## config.mk

```make
export PLATFORM = sky130hd
export DESIGN_NAME = lbce_exec
export DESIGN_NICKNAME = d
export VERILOG_FILES = /design/src/hw/lbce_pkg.sv /design/src/hw/lbce_exec.sv /design/src/hw/lbce_alu.sv
export SDC_FILE = /design/constraint.sdc
export NUM_CORES = 2
export LEC_CHECK = 0
export BUFFER_PORTS_ARGS = -buffer_cell sky130_fd_sc_hd__buf_4
export CORE_MARGIN = 3
export CORE_UTILIZATION = 35
export CTS_BUF_LIST = sky130_fd_sc_hd__clkbuf_4 sky130_fd_sc_hd__clkbuf_8
export CTS_CLUSTER_SIZE = 8
export DETAILED_ROUTE_END_ITERATION = 7
export SLEW_MARGIN = 40
export SYNTH_ARGS = -nofsm -noshare
export SYNTH_HDL_FRONTEND = slang
export SYNTH_SLANG_ARGS = --single-unit
```

## constraint.sdc

```tcl
create_clock -name clk_sys -period 4.3 [get_ports clk_sys]
set_input_delay 0.645 -clock clk_sys [delete_from_list [all_inputs] [get_ports clk_sys]]
set_output_delay 0.645 -clock clk_sys [all_outputs]
set_load 0.005 [all_outputs]
```

## src/hw/lbce_pkg.sv

```systemverilog
/*
 * Shared constants and types for the logic, bit and call execution block:
 * widths, register offsets, reset values, operation codes and the
 * instruction carrier.
 * Assumes a single core clock and a decoder upstream that fills lbce_ins_s.
 */
package lbce_pkg;

   // Datapath widths
   localparam int DATA_W     = 8;   // Accumulator and register width
   localparam int RADDR_W    = 6;   // Register-file address, 0..63
   localparam int RF_WORDS   = 64;  // Register-file depth
   localparam int BITSEL_W   = 3;   // Bit position, 0..7
   localparam int PC_W       = 10;  // Program counter width
   localparam int PCH_LSB    = 8;   // First upper bit of the counter
   localparam int PCH_W      = 2;   // Upper bits taken from a buffer
   localparam int BUS_ADDR_W = 8;   // Software port address width

   // Software port offsets
   localparam logic [7:0] OFS_RF_LAST = 8'h3F; // 0x00..0x3F register file
   localparam logic [7:0] OFS_ACC     = 8'h40; // Accumulator
   localparam logic [7:0] OFS_STATUS  = 8'h41; // Bit 0 zero flag
   localparam logic [7:0] OFS_PC_HIGH_BUFFER  = 8'h42; // High-address buffer
   localparam logic [7:0] OFS_TBLHI   = 8'h43; // Table-high pointer
   localparam logic [7:0] OFS_PC_LO   = 8'h44; // Counter bits 7..0, RO
   localparam logic [7:0] OFS_PC_HI   = 8'h45; // {sp, counter 9..8}, RO

   // Status field positions
   localparam int STAT_ZERO_BIT = 0;   // Zero flag in the status word
   localparam int PCHI_SP_LSB   = 4;   // Stack pointer in the high word

   // Reset values
   localparam logic [7:0]      ACC_RST  = 8'h00;
   localparam logic [7:0]      BUF_RST  = 8'h00;
   localparam logic [7:0]      RF_RST   = 8'h00;
   localparam logic [9:0]      PC_RST   = 10'h000;
   localparam logic            ZERO_RST = 1'b0;

   // Cycle counts of the multi-cycle operations
   localparam int CALL_CYCLES = 2;   // Call plus its dead fetch slot
   localparam int SKIP_CYCLES = 2;   // Test plus the squashed slot

   // Operations handled here
   typedef enum logic [2:0] {
      OP_NOP                  = 3'h0,
      OP_AND_ACC_REG          = 3'h1,
      OP_AND_ACC_IMM          = 3'h2,
      OP_BIT_CLEAR_REG        = 3'h3,
      OP_BIT_SET_REG          = 3'h4,
      OP_TEST_SKIP_IF_CLEAR   = 3'h5,
      OP_TEST_SKIP_IF_SET     = 3'h6,
      OP_CALL_IMM_OR_ACC      = 3'h7
   } lbce_op_e;

   // One decoded instruction
   typedef struct packed {
      lbce_op_e              op;       // Operation
      logic [RADDR_W-1:0]    reg_addr; // Register operand
      logic [BITSEL_W-1:0]   bit_sel;  // Bit position
      logic                  dest_reg; // 1: result to register
      logic                  via_acc;  // Call target from accumulator
      logic [DATA_W-1:0]     imm;      // Immediate data or address
   } lbce_ins_s;

   // Execution sequencer states
   typedef enum logic [2:0] {
      ST_RUN   = 3'b001,
      ST_SKIP  = 3'b010,
      ST_CALL2 = 3'b100
   } lbce_state_e;

endpackage

```

## src/hw/lbce_exec.sv

```systemverilog
/*
 * Execution block for the AND, bit clear/set, bit-test-skip and call
 * subset of an 8-bit core.  Holds the accumulator, zero flag, register
 * file, program counter, return stack and the two upper-address buffers.
 * Assumes the fetch logic presents one decoded instruction per cycle with
 * ins_valid, honours ins_ready, and refetches from pc after a call.
 */
// The implementer's own choices: the plain strobed port and the register offsets.
// Behaviour
// RULE1: AND accumulator with register, destination selectable
// RULE2: AND accumulator with immediate into accumulator
// RULE3: Clear chosen register bit, flags untouched
// RULE4: Set chosen register bit, flags untouched
// RULE5: Skip next when tested bit is zero
// RULE6: Skip next when tested bit is one
// RULE7: Skipped slot discards prefetch, runs as no-op
// RULE8: Call pushes counter plus one, two cycles
// RULE9: Immediate call target is buffer and address
// RULE10: Indirect call target is pointer and accumulator
// RULE11: High-address buffer holds call target upper bits
// RULE12: Table-high pointer holds indirect target upper bits
// RULE13: Zero flag follows AND result being zero
// RULE14: Call stores return, then increments stack pointer
`timescale 1ns/10ps
module lbce_exec
   import lbce_pkg::*;
#(
   parameter int STACK_DEPTH = 4            // Return stack entries
)
(
   input  wire logic                  clk_sys,    // Core clock, 125 MHz
   input  wire logic                  rst,        // Synchronous reset
   input  wire logic                  ce,         // Freezes state when low
   input  wire logic                  ins_valid,  // Instruction offered
   input  wire lbce_ins_s             ins,        // Decoded instruction
   output logic                       ins_ready,  // Instruction taken
   output logic                       squash,     // Slot discarded, pulse
   output logic [PC_W-1:0]            pc,         // Program counter
   output logic [DATA_W-1:0]          accumulator,// Accumulator value
   output logic                       zero_flag,  // Zero flag
   output logic [$clog2(STACK_DEPTH)-1:0] stack_ptr, // Return stack ptr
   input  wire logic [BUS_ADDR_W-1:0] bus_addr,   // Software address
   input  wire logic [DATA_W-1:0]     bus_wdata,  // Software write data
   input  wire logic                  bus_wr,     // Write strobe
   input  wire logic                  bus_rd,     // Read strobe
   output logic [DATA_W-1:0]          bus_rdata   // Read data, next cycle
);

   // Pointer wraps: deep nesting overwrites old returns
   localparam int SP_W = $clog2(STACK_DEPTH);

   // Call recognition, used by sequencer, counter and stack
   function automatic logic is_call(input lbce_op_e op);
      is_call = (op == OP_CALL_IMM_OR_ACC);
   endfunction

   // Skip-test recognition
   function automatic logic is_test(input lbce_op_e op);
      is_test = (op == OP_TEST_SKIP_IF_CLEAR) ||
                (op == OP_TEST_SKIP_IF_SET);
   endfunction

   // Architectural state
   logic [DATA_W-1:0]  rf_q [RF_WORDS];        // Register file
   logic [PC_W-1:0]    stack_q [STACK_DEPTH];  // Return addresses
   logic [DATA_W-1:0]  acc_q;                  // Accumulator
   logic [DATA_W-1:0]  acc_d;
   logic               zero_q;                 // Zero flag
   logic               zero_d;
   logic [PC_W-1:0]    pc_q;                   // Program counter
   logic [PC_W-1:0]    pc_d;
   logic [SP_W-1:0]    sp_q;                   // Stack pointer
   logic [SP_W-1:0]    sp_d;
   logic [DATA_W-1:0]  pc_high_buffer_q;               // High-address buffer
   logic [DATA_W-1:0]  pc_high_buffer_d;
   logic [DATA_W-1:0]  tblhi_q;                // Table-high pointer
   logic [DATA_W-1:0]  tblhi_d;

   // Sequencer and output registers
   lbce_state_e        st_q;                   // Sequencer state
   lbce_state_e        st_d;
   logic               ready_q;                // Mirrors next state
   logic               squash_q;               // Discard pulse
   logic [DATA_W-1:0]  rdata_q;                // Read data holder
   logic [DATA_W-1:0]  rdata_d;

   // Decode of the offered instruction
   wire logic          take;                   // Instruction executes
   wire logic          drop;                   // Prefetch discarded
   wire logic [DATA_W-1:0] rval;               // Register operand
   wire logic [DATA_W-1:0] alu_res;            // Logic unit result
   wire logic          alu_zero;               // Result is zero
   wire logic          alu_bit;                // Tested bit value
   wire logic          skip_hit;               // Skip condition met
   wire logic          wr_rf_ins;              // Instruction writes reg
   wire logic          wr_acc_ins;             // Instruction writes acc
   wire logic          upd_zero;               // Instruction sets zero
   wire logic [PC_W-1:0] pc_next;              // Sequential address
   wire logic [PC_W-1:0] call_target;          // Call destination

   // Bus decode
   wire logic          bus_rf_sel;             // Address in reg file
   wire logic [RADDR_W-1:0] bus_rf_idx;        // Register index
   logic [DATA_W-1:0]  bus_rmux;               // Selected read word

   // Operands and the logic unit
   assign rval = rf_q[ins.reg_addr];

   lbce_alu u_alu (
      .acc      (acc_q),
      .rval     (rval),
      .imm      (ins.imm),
      .op       (ins.op),
      .bit_sel  (ins.bit_sel),
      .result   (alu_res),
      .res_zero (alu_zero),
      .bit_val  (alu_bit)
   );

   // Handshake: a slot after a skip is consumed but not executed
   assign take = ce && ins_valid && (st_q == ST_RUN);
   // A word offered while skipping is eaten, never run
   assign drop = ce && ins_valid && (st_q == ST_SKIP);   // RULE7

   // Skip when the bit matches the flavour of the test
   assign skip_hit =
      ((ins.op == OP_TEST_SKIP_IF_CLEAR) && !alu_bit) ||  // RULE5
      ((ins.op == OP_TEST_SKIP_IF_SET)   &&  alu_bit);    // RULE6

   // Where each operation writes; tests and calls leave the flag alone
   assign wr_rf_ins  = take &&
      (((ins.op == OP_AND_ACC_REG) && ins.dest_reg) ||    // RULE1
       (ins.op == OP_BIT_CLEAR_REG) ||                    // RULE3
       (ins.op == OP_BIT_SET_REG));                       // RULE4
   assign wr_acc_ins = take &&
      (((ins.op == OP_AND_ACC_REG) && !ins.dest_reg) ||   // RULE1
       (ins.op == OP_AND_ACC_IMM));                       // RULE2
   assign upd_zero   = take &&
      ((ins.op == OP_AND_ACC_REG) ||
       (ins.op == OP_AND_ACC_IMM));                       // RULE13

   // Return address and call destination
   assign pc_next     = pc_q + 10'h001;                     // RULE8
   assign call_target = ins.via_acc ?
      {tblhi_q[PCH_W-1:0], acc_q} :                         // RULE10
      {pc_high_buffer_q[PCH_W-1:0], ins.imm};                       // RULE9

   // Sequencer: calls burn one dead slot, taken skips squash one slot
   always_comb begin
      st_d = st_q;
      unique case (st_q)
         ST_RUN: begin
            // Call checked first; an op is never both
            if (take && is_call(ins.op)) begin
               st_d = ST_CALL2;                           // RULE8
            end else if (take && is_test(ins.op) && skip_hit) begin
               st_d = ST_SKIP;                            // RULE5 RULE6
            end
         end
         ST_SKIP: begin
            // Wait until the prefetched word arrives to throw it away
            if (drop) begin
               st_d = ST_RUN;                             // RULE7
            end
         end
         ST_CALL2: begin
            // Second call cycle; fetch restarts from the new target
            if (ce) begin
               st_d = ST_RUN;
            end
         end
         default: begin
            st_d = ST_RUN;
         end
      endcase
   end

   // Counter, stack pointer
   always_comb begin
      pc_d = pc_q;
      sp_d = sp_q;
      if (take && is_call(ins.op)) begin
         // Jump and push land on the same edge
         pc_d = call_target;                       // RULE9 RULE10
         sp_d = sp_q + 1'b1;                       // RULE14
      end else if (take || drop) begin
         // The squashed slot still advances past its own address
         pc_d = pc_next;
      end
   end

   // Accumulator and zero flag; instruction beats a software write
   always_comb begin
      acc_d  = acc_q;
      zero_d = zero_q;
      if (ce && bus_wr && (bus_addr == OFS_ACC)) begin
         acc_d = bus_wdata;
      end
      if (ce && bus_wr && (bus_addr == OFS_STATUS)) begin
         zero_d = bus_wdata[STAT_ZERO_BIT];
      end
      // Later assignment: the core wins over software
      if (wr_acc_ins) begin
         acc_d = alu_res;                          // RULE1 RULE2
      end
      if (upd_zero) begin
         zero_d = alu_zero;                        // RULE13
      end
   end

   // Upper-address buffers are software loaded only
   always_comb begin
      pc_high_buffer_d = pc_high_buffer_q;
      tblhi_d  = tblhi_q;
      if (ce && bus_wr && (bus_addr == OFS_PC_HIGH_BUFFER)) begin
         pc_high_buffer_d = bus_wdata;                     // RULE11
      end
      if (ce && bus_wr && (bus_addr == OFS_TBLHI)) begin
         tblhi_d = bus_wdata;                      // RULE12
      end
   end

   // Sequencer and handshake outputs
   always_ff @(posedge clk_sys) begin
      if (rst) begin
         st_q     <= ST_RUN;
         ready_q  <= 1'b1;
         squash_q <= 1'b0;
      end else if (ce) begin
         st_q     <= st_d;
         // Ready is low only in the dead call slot
         ready_q  <= (st_d != ST_CALL2);   // RULE8
         squash_q <= drop;                 // RULE7
      end
   end

   // Program counter and stack pointer
   always_ff @(posedge clk_sys) begin
      if (rst) begin
         pc_q <= PC_RST;
         sp_q <= '0;
      end else if (ce) begin
         pc_q <= pc_d;
         sp_q <= sp_d;
      end
   end

   // Accumulator and zero flag
   always_ff @(posedge clk_sys) begin
      if (rst) begin
         acc_q  <= ACC_RST;
         zero_q <= ZERO_RST;
      end else if (ce) begin
         acc_q  <= acc_d;
         zero_q <= zero_d;
      end
   end

   // Upper-address buffers
   always_ff @(posedge clk_sys) begin
      if (rst) begin
         pc_high_buffer_q <= BUF_RST;
         tblhi_q  <= BUF_RST;
      end else if (ce) begin
         pc_high_buffer_q <= pc_high_buffer_d;
         tblhi_q  <= tblhi_d;
      end
   end

   // Return stack: entry under the old pointer takes the return address
   always_ff @(posedge clk_sys) begin
      if (rst) begin
         for (int i = 0; i < STACK_DEPTH; i++) begin
            stack_q[i] <= PC_RST;
         end
      end else if (take && is_call(ins.op)) begin
         stack_q[sp_q] <= pc_next;                 // RULE8 RULE14
      end
   end

   // Register file; an instruction write lands after a bus write so the
   // core wins a same-cycle collision on one location
   assign bus_rf_sel = (bus_addr <= OFS_RF_LAST);
   assign bus_rf_idx = bus_addr[RADDR_W-1:0];

   always_ff @(posedge clk_sys) begin
      if (rst) begin
         for (int i = 0; i < RF_WORDS; i++) begin
            rf_q[i] <= RF_RST;
         end
      end else if (ce) begin
         if (bus_wr && bus_rf_sel) begin
            rf_q[bus_rf_idx] <= bus_wdata;
         end
         if (wr_rf_ins) begin
            rf_q[ins.reg_addr] <= alu_res;         // RULE1 RULE3 RULE4
         end
      end
   end

   // Read multiplexer; unmapped addresses read as zero
   always_comb begin
      bus_rmux = 8'h00;
      if (bus_rf_sel) begin
         bus_rmux = rf_q[bus_rf_idx];
      end else begin
         unique case (bus_addr)
            OFS_ACC:    bus_rmux = acc_q;
            OFS_STATUS: bus_rmux[STAT_ZERO_BIT] = zero_q;
            OFS_PC_HIGH_BUFFER: bus_rmux = pc_high_buffer_q;
            OFS_TBLHI:  bus_rmux = tblhi_q;
            OFS_PC_LO:  bus_rmux = pc_q[PCH_LSB-1:0];
            // Read-only view of pc[9:8] and the pointer
            OFS_PC_HI: begin
               bus_rmux[PCH_W-1:0] = pc_q[PC_W-1:PCH_LSB];
               bus_rmux[PCHI_SP_LSB +: SP_W] = sp_q;
            end
            default:    bus_rmux = 8'h00;
         endcase
      end
   end

   // Read data stands only in the cycle after the strobe
   // Zero elsewhere, so idle cycles never echo stale data
   assign rdata_d = bus_rd ? bus_rmux : 8'h00;

   always_ff @(posedge clk_sys) begin
      if (rst) begin
         rdata_q <= 8'h00;
      end else if (ce) begin
         rdata_q <= rdata_d;
      end
   end

   // Outputs straight from flip-flops
   assign ins_ready   = ready_q;
   assign squash      = squash_q;
   assign pc          = pc_q;
   assign accumulator = acc_q;
   assign zero_flag   = zero_q;
   assign stack_ptr   = sp_q;
   assign bus_rdata   = rdata_q;

endmodule

```

## src/hw/lbce_alu.sv

```systemverilog
/*
 * Combinational logic unit: AND, single-bit clear and set, bit test.
 * Assumes operands are stable for the whole cycle; no state inside.
 */
`timescale 1ns/10ps
module lbce_alu
   import lbce_pkg::*;
(
   input  wire logic [DATA_W-1:0]   acc,
   input  wire logic [DATA_W-1:0]   rval,
   input  wire logic [DATA_W-1:0]   imm,
   input  wire lbce_op_e            op,
   input  wire logic [BITSEL_W-1:0] bit_sel,
   output logic      [DATA_W-1:0]   result,
   output logic                     res_zero,
   output logic                     bit_val
);

   // One-hot mask of the selected bit
   wire logic [DATA_W-1:0] bit_mask;
   assign bit_mask = 8'h01 << bit_sel;

   // Result selection by operation
   always_comb begin
      unique case (op)
         OP_AND_ACC_REG:   result = acc & rval;        // RULE1
         OP_AND_ACC_IMM:   result = acc & imm;         // RULE2
         OP_BIT_CLEAR_REG: result = rval & ~bit_mask;  // RULE3
         OP_BIT_SET_REG:   result = rval | bit_mask;   // RULE4
         default:          result = rval;
      endcase
   end

   // Zero when every result bit is low
   assign res_zero = (result == 8'h00);  // RULE13
   // Selected register bit for the skip tests
   assign bit_val  = rval[bit_sel];

endmodule

```

==> out/metrics.yaml <==
final.setup.tns_ns: 0
route.vias.total: 30800
drt_first_pass_iters: 8
drt_iter0_drc: 5484
worst_slew_pin_slew_ns: 0.902
min-delay-path-class: "in -> reg"
dieWidth_um: 318
ios: 75
critPathArrivalTime_ns: 4.07
failed_checks: "design-rule violations"
r2r_start: "rf_q[38][6]"
routed_wirelength_um: 149000
run_status: "finished with violations"
cts_tree: "done"
post-route-period-util: 0.841
timing_hold_violations_final: 0
later_pin_clock_latency_in_the_skew_report_ns: 0.76
post-layout-total-power_mw: 13.7
fraction_of_registers_with_async_set_or_reset_after_synthesis: 0
synth_cells: 3192
category_of_the_worst_setup_path_launch_point: "input port"
num_cts_buffers: 100
cts.path.max_buffers: 3
timing.hold.ws_ns: 0.209
tritoncts_num_sinks: 562
drtAntennaViolNets: 0
core_region_area_um2: 95900
syn_to_final_growth_pct: 16.1
dp_hpwl_um: 103000
total_leakage_power_nw: 13.2
grt_max_degree: 88
overflow: 0
clock_tree.htree_level_count: 3
grt_setup_unrepaired: "no"
synth_enable_flop_cells: 512
remaining_drc_errors: 5
setup_viol: 0
drv.max_cap_violation_count: 0
layout.filler_cells: 9094
gp_routability_congestion: 1.02
timing.hold.worst.start: "ins_valid"
grt_first_pass_wirelength_um: 211000
postCtsSetupBuffers: 0
clk_pin_slew_worst_paths_ns: 0.06
detailedPlace.worstSlack_ns: 0.105
design.die.area_um2: 101000
ir_drop_mv: 0.237
num-nets-final: 3359
critPathCaptureType: "flop"
power.density_nw_per_um2: 346
cts-hold-fix-buffers: 0
antenna_found_initial: 10
timing.final.max_slew_violations: 0
buffer_ports.inserted: 74
register_area_share_after_synthesis: 0.480
synth_area_per_cell_um2: 10.7
worst_slew_margin_rel: 0.398
floorplan.die.height_um: 318
yosysWarnings: 0
grt_util_all_layers: 0.284
wire_per_inst_um: 31.9
mappedNetlistArea_um2: 34100
critical_path.max_fanout: 40
cts_repair_resize_count: 0
synthDistinctLibCells: 79
critPathRequiredTime_ns: 4.76
clock-skew-final_ns: 0.0430
synth_ff_type: "sky130_fd_sc_hd__edfxtp_1"
critPathKind: "in -> reg"
clock_tree.root_cell: "sky130_fd_sc_hd__clkbuf_8"
ys_ff_latch: 562
vias_per_cell: 6.59
floorplan.rows: 113
setup.worst_path.start: "ins[13]"
fin_crit_ns: 3.61
post-route-util: 0.413
layout-drive-gt1-share: 0.233
fmax_ghz: 0.277
initial_core_util: 0.356
synthesis.nets: 3237
final_critical_path_setup_slack_ns: 0.685
grt_pass1_vias: 28000
-- report_power, final --
part | total (mW) | switching (mW) | internal [mW] | leakage (nW)
combinational | 2.07 | 1.37 | 0.698 | 6.45
clock | 5.34 | 2.46 | 2.88 | 1.07
sequential | 6.29 | 0.168 | 6.13 | 5.68
total | 13.7 | 4.00 | 9.70 | 13.2
-- synthesized netlist by cell type, types with 11 or more instances --
cell type                  count  area [um^2]
sky130_fd_sc_hd__nand2b_1     17          106
sky130_fd_sc_hd__nor2_1      212          796
sky130_fd_sc_hd__a22oi_1      46          345
sky130_fd_sc_hd__edfxtp_1    512        15400
sky130_fd_sc_hd__a21oi_1      71          355
sky130_fd_sc_hd__nand3_1     545         2730
sky130_fd_sc_hd__o22ai_1      25          156
sky130_fd_sc_hd__clkbuf_1    252          946
sky130_fd_sc_hd__buf_2        46          230
sky130_fd_sc_hd__buf_1        16         60.1
sky130_fd_sc_hd__inv_1        20         75.1
sky130_fd_sc_hd__o21ai_0     527         2640
sky130_fd_sc_hd__dfxtp_1      50         1000
sky130_fd_sc_hd__nor3_1       24          120
sky130_fd_sc_hd__a22o_1       20          175
sky130_fd_sc_hd__a211oi_1     11         82.6
sky130_fd_sc_hd__buf_4        23          173
sky130_fd_sc_hd__mux2i_1      76          761
sky130_fd_sc_hd__mux2_2       13          146
sky130_fd_sc_hd__nand3b_1     23          173
sky130_fd_sc_hd__nand2_1     207          777
sky130_fd_sc_hd__a221oi_1     64          561
sky130_fd_sc_hd__mux4_2      217         4890
-- routing by layer --
layer | routed length (um) | global-route usage
met2 | 63100 | 0.413
met3 | 20600 | 0.0813
met5 | 27 | 0
met1 | 55500 | 0.382
met4 | 9680 | 0.156
-- metrics by stage --
stage	area [um^2]	instances
2_1_floorplan	34100	3192
3_3_place_gp	37500	4477
3_5_place_dp	37500	4477
4_1_cts	39500	4658
5_1_grt	39600	4664
6_report	39600	4667
-- cell type report --
cell class	count	area [um^2]	share of cell area
diodes	9	22.5	0.000569
clock buffers	132	1650	0.0418
clock inverters	49	404	0.0102
inverters	20	75.1	0.00190
multi-input cells	2264	16300	0.411
flip-flops and latches	562	16400	0.414
well taps	1265	1580	0.0400
repair buffers	366	3210	0.0812
-- worst max-delay path, cell delays in order --
cell	delay, ns
sky130_fd_sc_hd__buf_4	0.49
sky130_fd_sc_hd__buf_12	0.33
sky130_fd_sc_hd__nor2b_4	0.26
sky130_fd_sc_hd__buf_4	0.37
sky130_fd_sc_hd__a22oi_1	0.28
sky130_fd_sc_hd__nand3_1	0.22
sky130_fd_sc_hd__nand4_1	0.16
sky130_fd_sc_hd__nor4b_1	0.30
sky130_fd_sc_hd__buf_4	0.19
sky130_fd_sc_hd__o21a_2	0.26
sky130_fd_sc_hd__buf_12	0.25
sky130_fd_sc_hd__o21ai_0	0.15
-- path summary, 6_finish.rpt --
check | slack [ns] | depth (start not counted) | end
max | 0.69 | 12 | rf_q[51][5]
min | 0.21 | 3 | squash
max reg2reg | 0.88 | 8 | rf_q[54][6]
min reg2reg | 0.46 | 2 | bus_rdata[7]
-- flip-flops by register name (all words and copies together), names as in the netlist --
signal,count
ins_ready,1
bus_rdata,8
stack_ptr,2
squash,1
tblhi_q,8
zero_flag,1
rf_q,512
pc_high_buffer_q,8
pc,10
accumulator,8
st_q,3
-- cell families (layout without fill, tap and decap cells) --
kind of cell / count (synthesis) / in the layout / share of synthesized area
buf+inv: 366 / 567 / 0.0464
fa+ha+maj: 1 / 1 / 0.000367
xor+xnor: 4 / 4 / 0.00103
mux: 306 / 306 / 0.170
compound gates: 845 / 845 / 0.147
flops: 562 / 562 / 0.480
other cells: 0 / 9 / 0
simple gates: 1108 / 1108 / 0.155
-- layout by cell type (no fill, tap or decap), types with 25 or more instances in the layout --
cell type,n
sky130_fd_sc_hd__mux2i_1,76
sky130_fd_sc_hd__a221oi_1,64
sky130_fd_sc_hd__a21oi_1,68
sky130_fd_sc_hd__a22oi_1,46
sky130_fd_sc_hd__o21ai_0,527
sky130_fd_sc_hd__buf_12,34
sky130_fd_sc_hd__dfxtp_1,50
sky130_fd_sc_hd__clkinv_1,27
sky130_fd_sc_hd__clkbuf_4,26
sky130_fd_sc_hd__mux4_2,217
sky130_fd_sc_hd__o22ai_1,25
sky130_fd_sc_hd__nand2_1,207
sky130_fd_sc_hd__nand3_1,545
sky130_fd_sc_hd__nor2_1,211
sky130_fd_sc_hd__edfxtp_1,512
sky130_fd_sc_hd__buf_4,322
sky130_fd_sc_hd__clkbuf_8,106
Note: power is estimated with default switching activity, not from simulation.
